File: src/design/serial_nine_bit_regs.svh
// Register offsets, field positions and reset values for the serial data-register front end.
// Assumes inclusion by bare name from design files.
`ifndef SERIAL_NINE_BIT_REGS_SVH
`define SERIAL_NINE_BIT_REGS_SVH
`define ADDR_RX_DATA_HIGH    4'h0
`define ADDR_RX_DATA_LOW     4'h1
`define ADDR_RX_DATA_WORD    4'h2
`define ADDR_TX_DATA_HIGH    4'h3
`define ADDR_TX_DATA_LOW     4'h4
`define ADDR_TX_DATA_WORD    4'h5
`define ADDR_MODE_CONFIG     4'h6
`define ADDR_CARD_MODE       4'h7
`define ADDR_STATUS          4'h8
`define CFG_COMM_MODE_BIT    7
`define CFG_CHAR_LOW_BIT     6
`define CARD_CHAR_HIGH_BIT   4
`define MODE_CONFIG_RESET    8'h00
`define CARD_MODE_RESET      8'h10
`define NINTH_BIT_POS        0
`define WORD_NINTH_BIT       8
`endif

File: src/design/serial_nine_bit_pkg.sv
// Types shared by the serial data-register front end.
// Assumes the register header is included where offsets are needed.
package serial_nine_bit_pkg;
  typedef enum logic [1:0] {
    len_nine_type  = 2'b00,
    len_eight_type = 2'b01,
    len_seven_type = 2'b10
  } char_len_type;
endpackage : serial_nine_bit_pkg

File: src/design/serial_nine_bit_data_regs.sv
// Data registers, mode decode and transmit FIFO of an asynchronous serial channel.
// Assumes a same-clock register master; the shifter sits outside and drains the FIFO.
`timescale 1ns/100ps
`include "serial_nine_bit_regs.svh"

module word_fifo #(
  parameter int WIDTH = 9,
  parameter int DEPTH = 8
) (
  input  wire logic             core_clk_i,
  input  wire logic             reset_i,
  input  wire logic             in_valid_i,
  output logic                  in_ready_o,
  input  wire logic [WIDTH-1:0] in_data_i,
  output logic                  out_valid_o,
  input  wire logic             out_ready_i,
  output logic      [WIDTH-1:0] out_data_o
);
  localparam int AW = $clog2(DEPTH);
  logic [WIDTH-1:0] mem_q [DEPTH];
  logic [AW-1:0]    wr_q;
  logic [AW-1:0]    rd_q;
  logic [AW:0]      cnt_q;
  logic             push;
  logic             pop;
  if (WIDTH < 1 || DEPTH < 2 || (1 << AW) != DEPTH) begin : g_bad_depth
    $error("word_fifo needs a width and a power-of-two depth");
  end
  assign in_ready_o  = (cnt_q != DEPTH[AW:0]);
  assign out_valid_o = (cnt_q != '0);
  assign out_data_o  = mem_q[rd_q];
  assign push = in_valid_i && in_ready_o;
  assign pop  = out_valid_o && out_ready_i;
  always_ff @(posedge core_clk_i) begin
    if (push) begin
      mem_q[wr_q] <= in_data_i;
    end
  end
  always_ff @(posedge core_clk_i) begin
    if (reset_i) begin
      wr_q  <= '0;
      rd_q  <= '0;
      cnt_q <= '0;
    end else begin
      if (push) wr_q <= wr_q + 1'b1;
      if (pop) rd_q <= rd_q + 1'b1;
      if (push && !pop) cnt_q <= cnt_q + 1'b1;
      else if (pop && !push) cnt_q <= cnt_q - 1'b1;
    end
  end
endmodule : word_fifo

////////////////////////////////////////////////////////////////////////////////
// What this block does
// Received character held in high/low bytes
// Both receive halves readable as one word
// Transmit character written via high/low bytes
// Both transmit halves writable as one word
// Mode bit: 0 asynchronous, 1 synchronous/SPI
// Async length: 00/01 nine, 10 eight, 11 seven
// Ninth bit sits in high register bit 0
module serial_nine_bit_data_regs #(
  parameter int FIFO_DEPTH = 8
) (
  input  wire logic        core_clk_i,
  input  wire logic        reset_i,
  input  wire logic [3:0]  addr_i,
  input  wire logic [15:0] wdata_i,
  input  wire logic        wr_i,
  input  wire logic        rd_i,
  output logic      [15:0] rdata_o,
  input  wire logic        rx_valid_i,
  input  wire logic [8:0]  rx_char_i,
  output logic             tx_valid_o,
  input  wire logic        tx_ready_i,
  output logic      [8:0]  tx_char_o,
  output logic             sync_mode_o,
  output logic      [1:0]  char_len_o
);
  logic [7:0]  mode_cfg_q;
  logic [7:0]  card_cfg_q;
  logic [7:0]  rx_high_q;
  logic [7:0]  rx_low_q;
  logic [7:0]  tx_high_q;
  logic [7:0]  tx_low_q;
  logic [15:0] rdata_q;
  logic        tx_push_q;
  logic        tx_valid_q;
  logic [8:0]  tx_char_q;
  logic        sync_q;
  logic [1:0]  len_q;
  logic        fifo_in_ready;
  logic        fifo_out_valid;
  logic [8:0]  fifo_out_data;
  logic        take_out;
  serial_nine_bit_pkg::char_len_type len_d;

  // Pointers wrap by bit width, so only powers of two serve
  if (FIFO_DEPTH < 2 || (FIFO_DEPTH & (FIFO_DEPTH - 1)) != 0) begin : g_bad_fifo_depth
    $error("FIFO_DEPTH must be a power of two");
  end

  ////////////////////////////////////////////////////////////////////////////////
  // Configuration registers
  always_ff @(posedge core_clk_i) begin
    if (reset_i) begin
      mode_cfg_q <= `MODE_CONFIG_RESET;
      card_cfg_q <= `CARD_MODE_RESET;
    end else if (wr_i) begin
      if (addr_i == `ADDR_MODE_CONFIG) mode_cfg_q <= wdata_i[7:0];
      if (addr_i == `ADDR_CARD_MODE) card_cfg_q <= wdata_i[7:0];
    end
  end

  // Length decode only meaningful while asynchronous
  // Not gated by mode: synchronous framing is fixed by the shifter
  always_comb begin
    unique case ({card_cfg_q[`CARD_CHAR_HIGH_BIT], mode_cfg_q[`CFG_CHAR_LOW_BIT]})
      2'b00, 2'b01: len_d = serial_nine_bit_pkg::len_nine_type;
      2'b10:        len_d = serial_nine_bit_pkg::len_eight_type;
      2'b11:        len_d = serial_nine_bit_pkg::len_seven_type;
    endcase
  end

  always_ff @(posedge core_clk_i) begin
    if (reset_i) begin
      sync_q <= 1'b0;
      len_q  <= 2'b00;
    end else begin
      sync_q <= mode_cfg_q[`CFG_COMM_MODE_BIT];
      len_q  <= len_d;
    end
  end

  ////////////////////////////////////////////////////////////////////////////////
  // Receive capture; lengths under nine clear the unused bits
  always_ff @(posedge core_clk_i) begin
    if (reset_i) begin
      rx_high_q <= 8'h00;
      rx_low_q  <= 8'h00;
    end else if (rx_valid_i) begin
      rx_high_q <= {7'h00, rx_char_i[`WORD_NINTH_BIT] &&
                    len_d == serial_nine_bit_pkg::len_nine_type};
      rx_low_q  <= (len_d == serial_nine_bit_pkg::len_seven_type) ?
                   {1'b0, rx_char_i[6:0]} : rx_char_i[7:0];
    end
  end

  ////////////////////////////////////////////////////////////////////////////////
  // Transmit holding; the low byte or word write commits the character
  always_ff @(posedge core_clk_i) begin
    if (reset_i) begin
      tx_high_q <= 8'h00;
      tx_low_q  <= 8'h00;
      tx_push_q <= 1'b0;
    end else begin
      tx_push_q <= 1'b0;
      if (wr_i && addr_i == `ADDR_TX_DATA_HIGH) begin
        tx_high_q <= {7'h00, wdata_i[`NINTH_BIT_POS]};
      end
      if (wr_i && addr_i == `ADDR_TX_DATA_LOW) begin
        tx_low_q  <= wdata_i[7:0];
        tx_push_q <= 1'b1;
      end
      if (wr_i && addr_i == `ADDR_TX_DATA_WORD) begin
        tx_high_q <= {7'h00, wdata_i[`WORD_NINTH_BIT]};
        tx_low_q  <= wdata_i[7:0];
        tx_push_q <= 1'b1;
      end
    end
  end

  // Full FIFO drops the push; software checks the status bit first
  word_fifo #(
    .WIDTH (9),
    .DEPTH (FIFO_DEPTH)
  ) tx_fifo (
    .core_clk_i  (core_clk_i),
    .reset_i     (reset_i),
    .in_valid_i  (tx_push_q),
    .in_ready_o  (fifo_in_ready),
    .in_data_i   ({tx_high_q[`NINTH_BIT_POS], tx_low_q}),
    .out_valid_o (fifo_out_valid),
    .out_ready_i (take_out),
    .out_data_o  (fifo_out_data)
  );

  // Registered output stage so the shifter sees flops only
  // Costs one extra slot: stage plus FIFO hold depth plus one
  assign take_out = fifo_out_valid && (!tx_valid_q || tx_ready_i);
  always_ff @(posedge core_clk_i) begin
    if (reset_i) begin
      tx_valid_q <= 1'b0;
      tx_char_q  <= 9'h000;
    end else if (take_out) begin
      tx_valid_q <= 1'b1;
      tx_char_q  <= fifo_out_data;
    end else if (tx_ready_i) begin
      tx_valid_q <= 1'b0;
    end
  end

  ////////////////////////////////////////////////////////////////////////////////
  // Read port, data one cycle after the strobe
  always_ff @(posedge core_clk_i) begin
    if (reset_i) begin
      rdata_q <= 16'h0000;
    end else if (rd_i) begin
      case (addr_i)
        `ADDR_RX_DATA_HIGH: rdata_q <= {8'h00, rx_high_q};
        `ADDR_RX_DATA_LOW:  rdata_q <= {8'h00, rx_low_q};
        `ADDR_RX_DATA_WORD: rdata_q <= {rx_high_q, rx_low_q};
        `ADDR_TX_DATA_HIGH: rdata_q <= {8'h00, tx_high_q};
        `ADDR_TX_DATA_LOW:  rdata_q <= {8'h00, tx_low_q};
        `ADDR_TX_DATA_WORD: rdata_q <= {tx_high_q, tx_low_q};
        `ADDR_MODE_CONFIG:  rdata_q <= {8'h00, mode_cfg_q};
        `ADDR_CARD_MODE:    rdata_q <= {8'h00, card_cfg_q};
        `ADDR_STATUS:       rdata_q <= {11'h000, len_q, sync_q, fifo_out_valid, fifo_in_ready};
        default:            rdata_q <= 16'h0000;
      endcase
    end else begin
      rdata_q <= 16'h0000;
    end
  end

  assign rdata_o     = rdata_q;
  assign tx_valid_o  = tx_valid_q;
  assign tx_char_o   = tx_char_q;
  assign sync_mode_o = sync_q;
  assign char_len_o  = len_q;

  ////////////////////////////////////////////////////////////////////////////////
  // Checks
  // Receive side
  a_rx_high_read: assert property (@(posedge core_clk_i) disable iff (reset_i)
    rd_i && addr_i == `ADDR_RX_DATA_HIGH |=> rdata_o == {8'h00, $past(rx_high_q)})
    else $error("receive high read wrong");
  a_rx_low_read: assert property (@(posedge core_clk_i) disable iff (reset_i)
    rd_i && addr_i == `ADDR_RX_DATA_LOW |=> rdata_o == {8'h00, $past(rx_low_q)})
    else $error("receive low read wrong");
  a_rx_held: assert property (@(posedge core_clk_i) disable iff (reset_i)
    !rx_valid_i |=> $stable(rx_high_q) && $stable(rx_low_q))
    else $error("receive data changed without a character");
  a_rx_word_read: assert property (@(posedge core_clk_i) disable iff (reset_i)
    rd_i && addr_i == `ADDR_RX_DATA_WORD |=> rdata_o == {$past(rx_high_q), $past(rx_low_q)})
    else $error("receive word read wrong");
  a_ninth_bit: assert property (@(posedge core_clk_i) disable iff (reset_i)
    rx_valid_i && len_d == serial_nine_bit_pkg::len_nine_type
      |=> rx_high_q == {7'h00, $past(rx_char_i[`WORD_NINTH_BIT])})
    else $error("ninth bit misplaced");
  a_seven_trim: assert property (@(posedge core_clk_i) disable iff (reset_i)
    rx_valid_i && len_d == serial_nine_bit_pkg::len_seven_type
      |=> !rx_low_q[7] && rx_high_q == 8'h00)
    else $error("seven bit character not trimmed");

  ////////////////////////////////////////////////////////////////////////////////
  // Transmit side
  a_tx_high_write: assert property (@(posedge core_clk_i) disable iff (reset_i)
    wr_i && addr_i == `ADDR_TX_DATA_HIGH
      |=> tx_high_q == {7'h00, $past(wdata_i[`NINTH_BIT_POS])})
    else $error("transmit high write wrong");
  a_tx_high_alone: assert property (@(posedge core_clk_i) disable iff (reset_i)
    wr_i && addr_i == `ADDR_TX_DATA_HIGH |=> !tx_push_q)
    else $error("transmit high write sent a character");
  a_tx_low_push: assert property (@(posedge core_clk_i) disable iff (reset_i)
    wr_i && addr_i == `ADDR_TX_DATA_LOW |=> tx_push_q && tx_low_q == $past(wdata_i[7:0]))
    else $error("transmit low write lost");
  a_tx_word_write: assert property (@(posedge core_clk_i) disable iff (reset_i)
    wr_i && addr_i == `ADDR_TX_DATA_WORD |=> tx_high_q == {7'h00, $past(wdata_i[`WORD_NINTH_BIT])})
    else $error("transmit word write wrong");
  a_tx_word_read: assert property (@(posedge core_clk_i) disable iff (reset_i)
    rd_i && addr_i == `ADDR_TX_DATA_WORD |=> rdata_o == {$past(tx_high_q), $past(tx_low_q)})
    else $error("transmit word read wrong");
  a_tx_offer_held: assert property (@(posedge core_clk_i) disable iff (reset_i)
    tx_valid_o && !tx_ready_i |=> tx_valid_o && $stable(tx_char_o))
    else $error("transmit character dropped before accept");

  ////////////////////////////////////////////////////////////////////////////////
  // Mode and length
  a_cfg_reset: assert property (@(posedge core_clk_i)
    reset_i |=> mode_cfg_q == `MODE_CONFIG_RESET && card_cfg_q == `CARD_MODE_RESET)
    else $error("configuration reset value wrong");
  a_mode_select: assert property (@(posedge core_clk_i) disable iff (reset_i)
    ##1 sync_mode_o == $past(mode_cfg_q[`CFG_COMM_MODE_BIT]))
    else $error("mode select mismatch");
  a_len_seven: assert property (@(posedge core_clk_i) disable iff (reset_i)
    card_cfg_q[`CARD_CHAR_HIGH_BIT] && mode_cfg_q[`CFG_CHAR_LOW_BIT]
      |=> char_len_o == serial_nine_bit_pkg::len_seven_type)
    else $error("seven bit decode wrong");
  a_len_eight: assert property (@(posedge core_clk_i) disable iff (reset_i)
    card_cfg_q[`CARD_CHAR_HIGH_BIT] && !mode_cfg_q[`CFG_CHAR_LOW_BIT]
      |=> char_len_o == serial_nine_bit_pkg::len_eight_type)
    else $error("eight bit decode wrong");
  a_len_nine: assert property (@(posedge core_clk_i) disable iff (reset_i)
    !card_cfg_q[`CARD_CHAR_HIGH_BIT] |=> char_len_o == serial_nine_bit_pkg::len_nine_type)
    else $error("nine bit decode wrong");
  a_status_mode: assert property (@(posedge core_clk_i) disable iff (reset_i)
    rd_i && addr_i == `ADDR_STATUS
      |=> rdata_o[4:3] == $past(len_q) && rdata_o[2] == $past(sync_q))
    else $error("status length or mode wrong");

  // Main scenarios
  c_word_write: cover property (@(posedge core_clk_i) wr_i && addr_i == `ADDR_TX_DATA_WORD);
  c_fifo_full: cover property (@(posedge core_clk_i) !fifo_in_ready);
  c_tx_out: cover property (@(posedge core_clk_i) tx_valid_o && tx_ready_i);
  c_rx_word: cover property (@(posedge core_clk_i) rd_i && addr_i == `ADDR_RX_DATA_WORD);
  c_seven_rx: cover property (@(posedge core_clk_i)
    rx_valid_i && len_d == serial_nine_bit_pkg::len_seven_type);
endmodule : serial_nine_bit_data_regs

File: config.mk
export PLATFORM = sky130hd
export DESIGN_NAME = serial_nine_bit_data_regs
export DESIGN_NICKNAME = d
export VERILOG_FILES = /design/src/design/serial_nine_bit_pkg.sv /design/src/design/serial_nine_bit_data_regs.sv
export VERILOG_INCLUDE_DIRS = /design/src /design/src/design
export SDC_FILE = /design/constraint.sdc
export NUM_CORES = 1
export LEC_CHECK = 0
export ABC_AREA = 1
export BUFFER_PORTS_ARGS = -buffer_cell sky130_fd_sc_hd__buf_2
export CORE_UTILIZATION = 55
export CTS_BUF_LIST = sky130_fd_sc_hd__clkbuf_2
export CTS_CLUSTER_DIAMETER = 60
export DETAILED_ROUTE_END_ITERATION = 10
export PLACE_DENSITY = 0.84
export REMOVE_ABC_BUFFERS = 1
export SETUP_SLACK_MARGIN = 0.02
export SKIP_CTS_REPAIR_TIMING = 1
export SYNTH_ARGS = -nofsm -noshare
export SYNTH_HDL_FRONTEND = slang
export SYNTH_SLANG_ARGS = --single-unit
File: constraint.sdc
create_clock -name core_clk_i -period 2.3 [get_ports core_clk_i]
set_clock_uncertainty 0.1 [all_clocks]
set_input_delay 0.46 -clock core_clk_i [delete_from_list [all_inputs] [get_ports core_clk_i]]
set_output_delay 0.46 -clock core_clk_i [all_outputs]
set_load 0.02 [all_outputs]
==> results.md <==
- The run finished with clean final reports.
- Derived from the worst setup path, the maximum achievable clock frequency is 0.4760 GHz.
- By area the synthesized netlist is led by sky130_fd_sc_hd__edfxtp_1 (36%), sky130_fd_sc_hd__dfxtp_1 (22%), sky130_fd_sc_hd__nand2_1 (11%).
- Setup violations remaining at the end of the flow were counted as 0.
- The pre-antenna-repair detailed-routing pass consisted of 6 iterations.
- The CTS buffer count is 17.
- The power density over the cells is 851.6 nW/um^2.
- The later pin in the worst-skew pair is clocked with a latency of ~0.67 ns.
- Summing the areas of all compound-gate instances in the mapped netlist gives under 10% of the synthesized area.
- The initial utilization of the core area, before any placement, comes to 57.57%.
- The area added between synthesis and finish is 12.53%.
- Counting every instance in the synthesized netlist gives 683.
- The cell class contributing the biggest share of worst-path delay is simple AND/OR/NAND/NOR gates.
- The number of antenna violations at the first check in global routing is 1.
- The standby leakage power is 3.006 nW.
- The number of vias after detailed routing is 4821.
- The largest total area in the synthesized netlist belongs to sky130_fd_sc_hd__edfxtp_1.
- The buffering stage count on the worst path with inverters included is 2.
- The remaining antenna violation count is 0.
- The launching point of the worst reg2reg path is tx_fifo.cnt_q[0]$_SDFFE_PP0P_.
- After Yosys synthesis, full adders, half adders and majority gates account for 1.371% of the synthesized area.
- The via count of the first global-routing pass was 4510.
- The chip width is 106.7 microns.
- The post-synthesis sequential element count is about 140.
- The signal on the critical path passes through nor2_2, nand3_1, nand2_1, inv_1, ha_1, inv_2, ha_1, or2_2, nand2_1, nand3_1, nand2_1, nand2_1, a21oi_1.
- The detail-routed via count per cell is ~5.3.
- The power after layout is ~5.8 mW.
- The worst setup path startpoint is tx_fifo.cnt_q[0]$_SDFFE_PP0P_.
- CTS built an H-tree with a depth of 4.
- After synthesis, the netlist uses 35 different library cells.
- Leaving out fill and tap cells, the most frequent cell in the layout is sky130_fd_sc_hd__nand2_1.
- The synthesized netlist devotes 0.2908% of its cell area to XOR and XNOR gates.
- In the global route stage, overall resource usage came out at between 20% and 30%.
- The final-report max-slew violation count is 0.
- The type of the tightest min-delay check is input port to flop.
- Setup repair after global routing left no endpoint under its margin.
- The count of final hold-check violations is 0.
- In the final timing run, aggregate negative setup slack is 0 ns.
- The number of sinks on the clock net is ~140.
- The post-route netlist has 17.01% of its cells at a drive strength greater than 1.
- The register area is ~3500 sq um.
- Multiplexer cells account for 0% of the synthesized area.
- The TritonCTS clock tree is yes.
- In this run the deepest clock path goes through 2 buffers.
- STA classifies the critical path startpoint as a flop.
- Each instance of the synthesized netlist takes up on average 8.819 sq um.
- The worst path needs 2.101 ns of the cycle, external delays included.
- The maximum ir drop on the vdd rail is 0.0006746 V.
- In this run the cell area of the synthesized design comes to 6023 sq um.
- The port buffer count is 49.
- After synthesis, the largest family of logic cells by area is simple AND/OR/NAND/NOR gates.
- The actual slew at the worst max-slew pin is approximately 0.64 ns.
- After floorplanning, the core was divided into 37 placement rows.
- The total die area is 11370 sq um.
- For this run, the share of the core covered by cells in the final layout is 64.78%.
- The fill cell total of the finished layout is between 800 and 900.
- The slowest stage of the critical path belongs to the cell sky130_fd_sc_hd__dfxtp_4.
- Along the worst path, the maximum fanout reaches 4.
- The synthesized design devotes to its leading area cell type a little over a third of total area.
- In the layout the commonest cells are sky130_fd_sc_hd__nand2_1 (182), sky130_fd_sc_hd__inv_1 (82), sky130_fd_sc_hd__nand3_1 (74), sky130_fd_sc_hd__edfxtp_1 (72).
- The first global-routing pass estimated 21470 microns of wire.
- After global routing the overflow that remains totals 0.
- The most numerous cell type found on the critical path is sky130_fd_sc_hd__nand2_1.
- The worst hold path startpoint is tx_ready_i.
- The area of the multi-input gates is 1998 sq um.
- Data on the critical path is required at its endpoint by between 2 and 3 ns.
- The max-capacitance violation count is 0.
- The routed length per placed instance is 14.91 microns.
- The HPWL after detailed placement is ~8800 microns.
- For this block, the routed nets add up to about 14000 microns of wire.
- Pin placement for this block handled between 60 and 70 I/O pins.
- The Yosys step of the flow raised 0 warnings.
- On the worst path, the slowest cell contributes a delay of 0.39 ns.
- The number of nets at the end of the flow is 804.
- After clock tree synthesis, the clock-pin slew on the worst setup and hold paths is 0.18 ns.
- In the routed design, unresolved DRC markers number 0.
- The normalized max-slew margin is 57.45%.
- The share of synthesized area occupied by flip-flops and latches is 58.16%.
- The critical path data arrival time is 2.61 ns.
- The number of design-rule violations left by the first detailed-router iteration is 258.
- The critical path class is flop to flop.
- The pin count of the biggest net entering global routing is 39.
- The final RePlAce weighted congestion is 0.8767.
- The cell at the root of the clock tree is sky130_fd_sc_hd__clkbuf_2.
- The share of synthesized cell area in and, or, nand and nor gates is ~25%.
- In this run the vertical extent of the chip is 106.7 microns.
- In this run the standard cell core region covers 10460 sq um.
- The final critical path takes up 91.35% of the cycle.
- The critical path endpoint category is a flop.
-- cells in the mapped netlist --
cell type / n
sky130_fd_sc_hd__a21oi_1: 29
sky130_fd_sc_hd__a21oi_2: 7
sky130_fd_sc_hd__and3_1: 1
sky130_fd_sc_hd__buf_1: 2
sky130_fd_sc_hd__buf_2: 7
sky130_fd_sc_hd__buf_4: 9
sky130_fd_sc_hd__buf_6: 5
sky130_fd_sc_hd__clkbuf_1: 7
sky130_fd_sc_hd__clkinv_1: 2
sky130_fd_sc_hd__clkinv_8: 1
sky130_fd_sc_hd__conb_1: 1
sky130_fd_sc_hd__dfxtp_1: 67
sky130_fd_sc_hd__edfxtp_1: 72
sky130_fd_sc_hd__fa_1: 1
sky130_fd_sc_hd__ha_1: 5
sky130_fd_sc_hd__inv_1: 83
sky130_fd_sc_hd__inv_2: 5
sky130_fd_sc_hd__nand2_1: 182
sky130_fd_sc_hd__nand2_2: 6
sky130_fd_sc_hd__nand2_4: 1
sky130_fd_sc_hd__nand2_8: 1
sky130_fd_sc_hd__nand3_1: 74
sky130_fd_sc_hd__nand3b_1: 1
sky130_fd_sc_hd__nor2_1: 66
sky130_fd_sc_hd__nor2_2: 2
sky130_fd_sc_hd__nor2_4: 3
sky130_fd_sc_hd__nor2_8: 1
sky130_fd_sc_hd__nor3_1: 3
sky130_fd_sc_hd__nor3b_1: 1
sky130_fd_sc_hd__o211ai_1: 3
sky130_fd_sc_hd__o21ai_0: 28
sky130_fd_sc_hd__o21ai_1: 3
sky130_fd_sc_hd__o22ai_1: 1
sky130_fd_sc_hd__or2_2: 1
sky130_fd_sc_hd__xor2_1: 2
-- metal layers --
| metal | vias to the layer above | global-route usage, % | share of wire (%) |
|---|---|---|---|
| met5 | - | 0 | 0 |
| met4 | 0 | 12.43 | 3.4 |
| met3 | 34 | 6.201 | 7.7 |
| met2 | 226 | 40.60 | 49 |
| met1 | 2217 | 30.79 | 40 |
| li1 | 2344 | - | - |
-- kinds of logic after synthesis --
group	Yosys count
AOI/OAI and AO/OA	71
xor gates and xnor gates	2
adders and majority gates	6
buffers and inverters	121
DFF	139
other	1
and+or+nand+nor	343
-- final timing paths --
kind | to | cells past startpoint | slack (ns)
hold reg to reg | sync_mode_o$_SDFF_PP0_ | 2 | 0.37
hold / removal | tx_valid_o$_SDFFE_PP0P_ | 4 | 0.03
setup reg to reg | tx_fifo.cnt_q[3]$_SDFFE_PP0P_ | 13 | 0.20
setup / recovery | tx_fifo.cnt_q[3]$_SDFFE_PP0P_ | 13 | 0.20
-- stage by stage --
stage / hold slack (ns) / area [sq um] / setup WS [ns] / cells
after CTS: -0.1330 / 6575 / 0.06951 / 892
after global placement: 0.3461 / 6389 / 0.1291 / 860
after floorplan: 0.3205 / 5853 / 0.1442 / 659
final: 0.03008 / 6778 / 0.1991 / 913
after global routing: 0.003641 / 6778 / 0.03930 / 913
after detailed placement: 0.3481 / 6389 / 0.09695 / 860
-- where the power goes --
group          switching [mW]  internal (mW)
sequential              0.104           2.76
clock                   0.821          0.390
combinational            1.14          0.552
total                    2.07           3.71
-- worst reg2reg max path: cells and delay by family, from the launching register on --
| kind | cells | cell delay [ns] |
|---|---|---|
| fa+ha+maj | 2 | 0.45 |
| compound gates | 1 | 0.10 |
| buf+inv | 2 | 0.15 |
| simple gates | 8 | 0.86 |
| flops | 1 | 0.39 |
-- area by class of cell --
type / count / share of cell area [%]
diodes: 1 / 0.03692
inverters: 91 / 5.224
well taps: 136 / 2.511
multi-input cells: 429 / 29.48
clock buffers: 21 / 1.551
repair buffers: 85 / 8.233
flip-flops and latches: 139 / 51.76
clock inverters: 11 / 1.200
-- state kept, by name, indices dropped and copies added (netlist names), 2 cells and up --
signal and cells:
tx_fifo.mem_q 72, rdata_o 9, tx_char_o 9, card_cfg_q 8
mode_cfg_q 8, rx_low_q 8, tx_low_q 8, tx_fifo.cnt_q 4
tx_fifo.rd_q 3, tx_fifo.wr_q 3, char_len_o 2
No activity file was read; power rests on OpenSTA's default activity.
